--- config.mk ---
export PLATFORM = sky130hd
export DESIGN_NAME = supply_monitor_reset_interrupt
export DESIGN_NICKNAME = d
export VERILOG_FILES = /design/src/logic/supply_monitor_pkg.sv /design/src/logic/supply_monitor_reset_interrupt.sv
export SDC_FILE = /design/constraint.sdc
export NUM_CORES = 1
export LEC_CHECK = 0
export BUFFER_PORTS_ARGS = -buffer_cell sky130_fd_sc_hd__buf_2
export CORE_MARGIN = 1.5
export CORE_UTILIZATION = 54
export DETAILED_ROUTE_END_ITERATION = 12
export GPL_ROUTABILITY_DRIVEN = 0
export PLACE_DENSITY = 0.83
export REMOVE_ABC_BUFFERS = 1
export SYNTH_ARGS = -nofsm -noshare
export SYNTH_HDL_FRONTEND = slang
export SYNTH_SLANG_ARGS = --single-unit
--- constraint.sdc ---
create_clock -name ref_clk -period 2.84 [get_ports ref_clk]
set_clock_uncertainty 0.2 [all_clocks]
set_input_delay 0.284 -clock ref_clk [delete_from_list [all_inputs] [get_ports ref_clk]]
set_output_delay 0.284 -clock ref_clk [all_outputs]
set_load 0.01 [all_outputs]
--- src/logic/supply_monitor_pkg.sv ---
// Package: register map, field layout, reset values and timing for the supply monitor
package supply_monitor_pkg;

  // Register byte offsets on the Wishbone slave
  localparam logic [4:0] OFS_CONTROL  = 5'h00;
  localparam logic [4:0] OFS_LEVEL    = 5'h04;
  localparam logic [4:0] OFS_CAUSE    = 5'h08;
  localparam logic [4:0] OFS_IRQ_STAT = 5'h0c;
  localparam logic [4:0] OFS_IRQ_MSK  = 5'h10;

  // Control register fields
  localparam int CTL_FLAG_BIT   = 0;
  localparam int CTL_RESP_BIT   = 1;
  localparam int CTL_SRC_BIT    = 2;
  localparam int CTL_ENABLE_BIT = 7;

  // Reset-cause register fields
  localparam int CAUSE_BROWNOUT_BIT = 0;
  localparam int CAUSE_WATCHDOG_BIT = 4;

  // Interrupt status fields
  localparam int IRQ_CROSS_BIT = 0;

  // Reset values
  localparam logic [7:0] CONTROL_RST = 8'h00;
  localparam logic [3:0] LEVEL_RST   = 4'h0;
  localparam logic [7:0] CAUSE_RST   = 8'h00;
  localparam logic [7:0] IRQ_RST     = 8'h00;

  // Timing at 25 MHz
  localparam int CLK_HZ            = 25000000;
  localparam int FAST_RISE_US      = 1930;
  localparam int STAB_WAIT_US      = 5390;
  localparam int FAST_RISE_CYCLES  = (FAST_RISE_US * (CLK_HZ / 1000000));
  localparam int STAB_WAIT_CYCLES  = (STAB_WAIT_US * (CLK_HZ / 1000000));

  // Synchronised comparator results
  typedef struct packed {
    logic above_por_low;
    logic above_por_high;
    logic below_supply;
    logic below_ext;
  } compare_s;

  typedef enum logic [1:0] {
    POR_HOLD,
    POR_RISING,
    POR_STABILISE,
    POR_RUN
  } por_state_e;

endpackage

--- src/logic/supply_monitor_reset_interrupt.sv ---
// Supply monitor: power-on clear, brown-out detector, reset cause and interrupt
//
// The register offsets and the Wishbone slave port were decided locally.
`timescale 1ns/1ps
`default_nettype none

module supply_monitor_reset_interrupt
  import supply_monitor_pkg::*;
#(
  parameter int FAST_RISE_LIMIT = FAST_RISE_CYCLES,
  parameter int STAB_WAIT_LIMIT = STAB_WAIT_CYCLES
) (
  // Clock and reset
  input  wire logic        ref_clk,
  input  wire logic        resetn,
  // Power-on threshold option strap
  input  wire logic        power_on_threshold_option,
  // Analog compare results (asynchronous)
  input  wire logic        cmp_above_por_low,
  input  wire logic        cmp_above_por_high,
  input  wire logic        cmp_below_supply,
  input  wire logic        cmp_below_ext,
  // Other reset sources
  input  wire logic        watchdog_reset_req,
  // Wishbone slave
  input  wire logic        wb_cyc_i,
  input  wire logic        wb_stb_i,
  input  wire logic        wb_we_i,
  input  wire logic [4:0]  wb_adr_i,
  input  wire logic [3:0]  wb_sel_i,
  input  wire logic [31:0] wb_dat_i,
  output logic      [31:0] wb_dat_o,
  output logic             wb_ack_o,
  // Analog control and system outputs
  output logic             comparator_enable,
  output logic             external_sense_select,
  output logic [3:0]       supply_detect_level,
  output logic             internal_reset,
  output logic             detector_interrupt,
  output logic             irq
);

  // Reset release synchroniser, two stages
  logic       rst_s1;
  logic       rst_n;
  always_ff @(posedge ref_clk or negedge resetn) begin
    if (!resetn) begin
      rst_s1 <= 1'b0;
      rst_n  <= 1'b0;
    end else begin
      rst_s1 <= 1'b1;
      rst_n  <= rst_s1;
    end
  end

  // Three-stage synchronisers; a change counts once stages two and three agree
  compare_s sync1;
  compare_s sync2;
  compare_s sync3;
  compare_s cmp;
  compare_s next_cmp;
  logic [2:0] opt_sync;
  always_comb begin
    next_cmp = cmp;
    if (sync2 == sync3) begin
      next_cmp = sync3;
    end
  end
  always_ff @(posedge ref_clk or negedge rst_n) begin
    if (!rst_n) begin
      sync1 <= '0;
      sync2 <= '0;
      sync3 <= '0;
      cmp   <= '0;
      opt_sync <= 3'h0;
    end else begin
      sync1 <= {cmp_above_por_low, cmp_above_por_high, cmp_below_supply, cmp_below_ext};
      sync2 <= sync1;
      sync3 <= sync2;
      cmp   <= next_cmp;
      // Strap is a pin too, so it gets the same three stages
      opt_sync <= {opt_sync[1:0], power_on_threshold_option};
    end
  end

  // Power-on clear sequencer; strap sampled at every reset hold
  por_state_e por_state;
  por_state_e next_por_state;
  logic       option;
  logic       next_option;
  logic [17:0] por_cnt;
  logic [17:0] next_por_cnt;
  logic       por_reset;

  function automatic logic [17:0] inc18(input logic [17:0] v);
    return v + 18'h00001;
  endfunction

  always_comb begin
    next_por_state = por_state;
    next_por_cnt   = por_cnt;
    next_option    = option;
    case (por_state)
      POR_HOLD: begin
        next_por_cnt = '0;
        if (opt_sync[1] == opt_sync[2]) begin
          next_option = opt_sync[2];
        end
        if (cmp.above_por_low) begin
          if (!option) begin
            next_por_state = POR_RUN;
          end else begin
            next_por_state = POR_RISING;
          end
        end
      end
      POR_RISING: begin
        next_por_cnt = inc18(por_cnt);
        if (!cmp.above_por_low) begin
          next_por_state = POR_HOLD;
        end else if (cmp.above_por_high) begin
          if (por_cnt < 18'(FAST_RISE_LIMIT)) begin
            next_por_state = POR_STABILISE;
            next_por_cnt   = '0;
          end else begin
            next_por_state = POR_RUN;
          end
        end
      end
      POR_STABILISE: begin
        next_por_cnt = inc18(por_cnt);
        if (!cmp.above_por_low) begin
          next_por_state = POR_HOLD;
        end else if (por_cnt >= 18'(STAB_WAIT_LIMIT - 1)) begin
          next_por_state = POR_RUN;
        end
      end
      POR_RUN: begin
        if (!cmp.above_por_low) begin
          next_por_state = POR_HOLD;
        end
      end
      default: next_por_state = POR_HOLD;
    endcase
  end
  always_ff @(posedge ref_clk or negedge rst_n) begin
    if (!rst_n) begin
      por_state <= POR_HOLD;
      por_cnt   <= '0;
      option    <= 1'b0;
    end else begin
      por_state <= next_por_state;
      por_cnt   <= next_por_cnt;
      option    <= next_option;
    end
  end
  assign por_reset = (por_state != POR_RUN);

  // Detector state and registers; runs on ref_clk only, independent of CPU STOP
  logic       det_enable;
  logic       det_source;
  logic       det_response;
  logic [3:0] level;
  logic [7:0] cause;
  logic [7:0] irq_status;
  logic [7:0] irq_mask;
  logic       below;
  logic       below_d;
  logic       det_reset;
  logic       ack;
  logic [31:0] rdata;
  logic       next_det_enable;
  logic       next_det_source;
  logic       next_det_response;
  logic [3:0] next_level;
  logic [7:0] next_cause;
  logic [7:0] next_irq_status;
  logic [7:0] next_irq_mask;
  logic       next_below_d;
  logic       next_det_reset;
  logic       next_ack;
  logic [31:0] next_rdata;
  logic       next_det_irq;
  logic       next_irq;
  logic       next_int_reset;
  logic       wr;
  logic       rd;
  logic       other_reset;

  // Selected compare, gated by enable
  always_comb begin
    below = det_enable & (det_source ? cmp.below_ext : cmp.below_supply);
  end

  always_comb begin
    wr                = wb_cyc_i & wb_stb_i & wb_we_i & !ack & wb_sel_i[0];
    rd                = wb_cyc_i & wb_stb_i & !wb_we_i & !ack;
    other_reset       = por_reset | watchdog_reset_req;
    next_det_enable   = det_enable;
    next_det_source   = det_source;
    next_det_response = det_response;
    next_level        = level;
    next_cause        = cause;
    next_irq_status   = irq_status;
    next_irq_mask     = irq_mask;
    next_below_d      = below;
    next_det_irq      = 1'b0;
    next_ack          = wb_cyc_i & wb_stb_i & !ack;
    next_rdata        = '0;
    next_det_reset    = det_response & below;

    // Register writes
    if (wr) begin
      case (wb_adr_i)
        OFS_CONTROL: begin
          next_det_enable   = wb_dat_i[CTL_ENABLE_BIT];
          next_det_source   = wb_dat_i[CTL_SRC_BIT];
          next_det_response = wb_dat_i[CTL_RESP_BIT];
        end
        OFS_LEVEL:    next_level = wb_dat_i[3:0];
        OFS_IRQ_STAT: next_irq_status = irq_status & ~wb_dat_i[7:0];
        OFS_IRQ_MSK:  next_irq_mask = wb_dat_i[7:0];
        default: ;
      endcase
    end

    // Crossings in interrupt mode; set wins over clear
    if (!det_response && det_enable && (below != below_d)) begin
      next_det_irq = 1'b1;
      next_irq_status[IRQ_CROSS_BIT] = 1'b1;
    end

    // Reads
    if (rd) begin
      case (wb_adr_i)
        OFS_CONTROL: begin
          next_rdata[CTL_ENABLE_BIT] = det_enable;
          next_rdata[CTL_SRC_BIT]    = det_source;
          next_rdata[CTL_RESP_BIT]   = det_response;
          next_rdata[CTL_FLAG_BIT]   = below;
        end
        OFS_LEVEL:    next_rdata[3:0] = level;
        OFS_CAUSE:    next_rdata[7:0] = cause;
        OFS_IRQ_STAT: next_rdata[7:0] = irq_status;
        OFS_IRQ_MSK:  next_rdata[7:0] = irq_mask;
        default:      next_rdata = '0;
      endcase
    end

    // Reset cause tracking
    if (det_reset) begin
      next_cause[CAUSE_BROWNOUT_BIT] = 1'b1;
    end
    if (watchdog_reset_req) begin
      next_cause[CAUSE_WATCHDOG_BIT] = 1'b1;
    end
    if (por_reset) begin
      next_cause = CAUSE_RST;
    end

    // Non-detector resets clear detector settings
    if (other_reset) begin
      next_det_enable   = CONTROL_RST[CTL_ENABLE_BIT];
      next_det_source   = CONTROL_RST[CTL_SRC_BIT];
      next_det_response = CONTROL_RST[CTL_RESP_BIT];
      next_level        = LEVEL_RST;
      next_irq_status   = IRQ_RST;
      next_irq_mask     = IRQ_RST;
      next_det_reset    = 1'b0;
    end

    next_int_reset = other_reset | det_reset;
    next_irq       = |(next_irq_status & next_irq_mask);
  end

  always_ff @(posedge ref_clk or negedge rst_n) begin
    if (!rst_n) begin
      det_enable         <= 1'b0;
      det_source         <= 1'b0;
      det_response       <= 1'b0;
      level              <= LEVEL_RST;
      cause              <= CAUSE_RST;
      irq_status         <= IRQ_RST;
      irq_mask           <= IRQ_RST;
      below_d            <= 1'b0;
      det_reset          <= 1'b0;
      ack                <= 1'b0;
      rdata              <= '0;
      internal_reset     <= 1'b1;
      detector_interrupt <= 1'b0;
      irq                <= 1'b0;
    end else begin
      det_enable         <= next_det_enable;
      det_source         <= next_det_source;
      det_response       <= next_det_response;
      level              <= next_level;
      cause              <= next_cause;
      irq_status         <= next_irq_status;
      irq_mask           <= next_irq_mask;
      below_d            <= next_below_d;
      det_reset          <= next_det_reset;
      ack                <= next_ack;
      rdata              <= next_rdata;
      internal_reset     <= next_int_reset;
      detector_interrupt <= next_det_irq;
      irq                <= next_irq;
    end
  end

  // Analog drive registered so every output comes from a flip-flop
  always_ff @(posedge ref_clk or negedge rst_n) begin
    if (!rst_n) begin
      comparator_enable     <= 1'b0;
      external_sense_select <= 1'b0;
      supply_detect_level   <= LEVEL_RST;
    end else begin
      comparator_enable     <= next_det_enable;
      external_sense_select <= next_det_source;
      supply_detect_level   <= next_level;
    end
  end

  assign wb_ack_o = ack;
  assign wb_dat_o = rdata;

endmodule
`default_nettype wire

* Word level (Yosys, flattened, before mapping)
Index checks and enable logic that the tools add are counted.
Word-level totals: word-level logic and storage cells 130, input port bits 52, register bits 105
Cells by class: bitwise operators 14, reductions and logical operators 18, add/subtract/negate cells 1, multiplexer cells 43, equality and inequality tests 15, magnitude comparators 2
Operators with widths (count):
- 8-bit two-way mux | 7
- 18-bit two-way mux | 3
- 18-bit case mux with 3 select lines | 1
- 18-bit by 1-bit adder with 18-bit output (second input constant) | 1
- 18-bit greater-or-equal comparator (second input constant) | 1
- 18-bit by 16-bit < comparator with 1-bit output (second input constant) | 1
- 8-bit AND | 2
- 1-bit two-way mux | 16
- 3-bit case mux with 5 select lines | 1
- 2-bit two-way mux | 7
- 4-bit two-way mux | 3
- 5-bit by 4-bit == test with 1-bit output (second input constant) | 2
- 2-bit nonzero test | 5
- 1-bit AND | 9
- 3-bit case mux with 3 select lines | 1
- 8-bit inverter | 1
- 2-bit case mux with 4 select lines | 1
- 8-bit OR reduction | 1
- 2-bit inequality test (second input constant) | 3
- 3-bit inequality test (second input constant) | 2
- 1-bit case mux with 3 select lines | 2
- 2-bit AND reduction | 3
- 5-bit by 3-bit == test with 1-bit output (second input constant) | 1
- 5-bit == test (second input constant) | 1
- other kinds (13) | 18

* Logic depth before layout (Yosys ltp)
depth in word-level cells 9, depth in mapped cells 8

* Worst setup path before layout
Ideal clock, no wire load.
path kind flip-flop to flip-flop, start reg por_state[0], end reg por_cnt[3], arrival 1.891 ns, required time 2.513 ns, path slack 0.622 ns, stages on the path, launching flop included 8, clock period less this slack 2.218 ns, cells stage by stage dfrtp_1 > inv_1 > ha_1 > o211ai_1 > clkinv_1 > clkbuf_1 > a31oi_1 > mux2i_1
Between the ends: longest elaborated chain between the ends 2
Ends and longest elaborated chain:
- from (decl) | RTL line supply_monitor_reset_interrupt.sv:87 | por_state_e por_state;
- from (signal assigned) | RTL line supply_monitor_reset_interrupt.sv:152 | por_state <= next_por_state;
- 2-bit == test, or another cell as far along | RTL line supply_monitor_reset_interrupt.sv:103 | case (por_state)
- 18-bit case mux with 3 select lines or 3-bit nonzero test (tied branches)
- to (signal assigned) | RTL line supply_monitor_reset_interrupt.sv:153 | por_cnt <= next_por_cnt;
- to (decl) | RTL line supply_monitor_reset_interrupt.sv:91 | logic [17:0] por_cnt;
Parallel ways exist; a longest one is shown, timed or not. A chain may end at the register's enable or synchronous reset.

* Worst setup path in the final report
start reg por_state[0], end reg por_cnt[5]
The elaborated chain is that of the path after synthesis.

==> summary.md <==
| Metric | Value |
|---|---|
| Combinational power share | 24.2% |
| Resized cells post-CTS | 0 |
| RSZ-0062 raised after global routing | no |
| Ys flop type | dfrtp_1 |
| DR pass1 iterations | 6 |
| Largest cells by area after synthesis | dfrtp_1 (51%), mux2i_1 (6.1%), buf_4 (4.6%) |
| Vias in the first global route | roughly 2900 |
| Chip width | slightly below 90 µm |
| Critical path endpoint category | register |
| VDD IR max | approximately 0.33 mV |
| Cell Area, Synth | between 3000 and 4000 µm² |
| Post CTS Setup Buffer Count | 0 |
| Drt drc | 0 |
| Sequential fraction of the synthesis area | 51.35% |
| Cell variety after synth | 56 |
| Synth area leader | dfrtp_1 |
| Sw Share | between 30% and 40% |
| Period utilisation layout | ~89% |
| CP Launch Type | register |
| Via count | 3124 |
| Leakage | 2.040 nW |
| Switch Pwr | 0.8966 mW |
| Largest net degree at the start of global routing | 80 |
| Vias per cell | about 5.7 |
| # rows | 30 |
| Syn-to-layout area delta | 16.12% |
| Antenna violations before repair | 0 |
| Avg Cell Area, Syn | just over 10 µm² |
| Non-Filler Instances | 549 |
| Initial Util | 56.88% |
| CTS root buf | clkbuf_8 |
| DP HPWL | between 5000 and 6000 µm |
| Fin. Hold Viols | 0 |
| Worst slew pin tran | between 0.9 and 1 ns |
| Worst Path Arrival | between 2 and 3 ns |
| Max-cap violations | 0 |
| Clk pwr share | ~30% |
| # diodes | 0 |
| Share of layout cells above drive strength 1 | 18.76% |
| Status | complete, no violations |
| Number of synthesis warnings | 0 |
| Count of buffers inserted at the top-level ports | 42 |
| Total Neg Setup Slack | 0 ns |
| Total Nets Final | between 500 and 600 |
| # H-tree levels | 3 |
| IO Pins | 94 |
| GRT Overall Usage | around 22% |
| Max Root-Sink Buffers | 2 |
| Clk pin slew, worst setup/hold paths | ~0.08 ns |
| Total CTS buffers | 9 |
| Async SR Flop Fraction | 100.0% |
| CTS tree | done |
| Area of the die | between 7000 and 8000 µm² |
| FF+latch count, synth | 81 |
| First-pass GRT wire length | 13420 µm |
| Post-route minimum period | around 2.5 ns |
| Relative slew slack | between 30% and 40% |
| Most frequent cells in the layout | dfrtp_1 (79), buf_2 (42), nand2_1 (41), conb_1 (25) |
| Routed wire length | approximately 8200 µm |
| Placed cell count | around 520 |
| Core area | between 6000 and 7000 µm² |
| Post-Syn Instances | 380 |
| DRT antenna net count | 0 |
| Power per cell area | about 620 nW/µm² |
| Top cell type's share of synthesized area | slightly above 50% |
| Drt wl/cell | between 15 and 20 µm |
| Cts hold-fix bufs | 14 |
| Grt ovf | 0 |
| Min-Delay Path Class | in2reg |
| Later-pin clock latency in the skew report | roughly 0.35 ns |
| CP required | 2.88 ns |
| Internal | between 1.5 and 2 mW |
| Max Fclk | 397.1 MHz |
| Post-synth EDFFs | 0 |
| Die height | ~89 µm |
| Setup Crit Path Kind | reg2reg |
| Crit path max fanout | 8 |
| Final setup fails | 0 |
| Final Max Slew Viols | 0 |
| CTS Sinks | 81 |
| Commonest non-fill, non-tap cell in the layout | dfrtp_1 |
| Sequential Power Share | 46.0% |
| Initial DRC count | roughly 160 |
## cells by family (layout without fill, tap and decap cells)
kind of cell / count (synthesis) / count (layout) / share of synthesized area [%]
other cells: 2 / 25 / 0.1901
simple gates: 131 / 131 / 16.82
mux: 30 / 30 / 8.077
xor+xnor: 5 / 5 / 1.109
buf+inv: 50 / 100 / 7.222
fa+ha+maj: 8 / 8 / 2.534
flops: 81 / 81 / 51.35
compound gates: 73 / 73 / 12.70
## per-layer routing
metal	wire length [µm]	vias up	track usage (%)
met3	412	21	4.944
li1	-	1453	-
met5	0	-	0
met1	3465	1513	27.97
met4	238	0	11.65
met2	4127	137	36.78
## cells in the mapped netlist, types with 6 or more instances
library cell,instances
a21oi_1,11
a22oi_1,8
a31oi_1,10
buf_4,24
clkbuf_1,10
dfrtp_1,80
ha_1,8
inv_1,13
mux2i_1,24
nand2_1,41
nand3_1,15
nor2_1,24
nor3_1,6
nor4_1,8
o21ai_0,12
## registers in the layout, indices dropped and copies added (netlist names), 4 cells and up
| register | cells |
|---|---|
| irq_mask | 8 |
| irq_status | 8 |
| sync2 | 4 |
| wb_dat_o | 8 |
| sync1 | 4 |
| sync3 | 4 |
| supply_detect_level | 4 |
| cmp | 4 |
| por_cnt | 18 |
## critical path, cell delays in order (launching register included)
cell and delay, ns:
dfrtp_1 0.43, inv_1 0.09, ha_1 0.27, nor2b_1 0.19, nand2_1 0.11, a31oi_1 0.54
nor2_1 0.25, a221o_1 0.34
## power by group through the flow
stage	registers [mW]	logic [mW]	clock network, mW
2_1_floorplan	1.31	0.444	0
3_3_place_gp	1.32	0.621	0
3_5_place_dp	1.32	0.658	0
4_1_cts	1.30	0.677	0.877
5_1_grt	1.32	0.751	0.915
6_report	1.30	0.684	0.844
## cell type report
cell class | count | area (µm²)
clock buffers | 11 | 141.4
multi-input cells | 272 | 1723
inverters | 14 | 52.55
repair buffers | 70 | 455.4
fillers | 531 | 2357
well taps | 96 | 120.1
clock inverters | 5 | 62.56
flip-flops and latches | 81 | 2032
## path summary, 6_finish.rpt
check,startpoint,end,slack [ns],cells past startpoint
setup / recovery,por_state[0]$_DFFE_PN0P_,por_cnt[5]$_DFFE_PN0P_,0.32,7
hold / removal,wb_dat_i[0],supply_detect_level[0]$_DFFE_PN0P_,0.03,3
setup reg to reg,por_state[0]$_DFFE_PN0P_,por_cnt[5]$_DFFE_PN0P_,0.32,7
hold reg to reg,sync1[1]$_DFF_PN0_,sync2[1]$_DFF_PN0_,0.16,0
max in group asynchronous,rst_n$_DFF_PN0_,wb_dat_o[0]$_DFF_PN0_,1.51,0
min in group asynchronous,resetn,rst_n$_DFF_PN0_,0.04,2
## through the flow
| step | hold slack [ns] | power (mW) | util, % | setup slack (ns) | instance area [µm²] |
|---|---|---|---|---|---|
| final | 0.03465 | 2.829 | 66.05 | 0.3216 | 4587 |
| after global routing | 0.02458 | 2.984 | 66.05 | 0.2344 | 4587 |
| after global placement | -0.1312 | 1.941 | 61.10 | 0.4899 | 4243 |
| after floorplan | -0.2116 | 1.750 | - | 0.2188 | 3804 |
| after CTS | 0.01498 | 2.856 | 66.05 | 0.3932 | 4587 |
| after detailed placement | -0.1277 | 1.982 | 61.10 | 0.4360 | 4243 |
(Power assumes the default switching activity.)
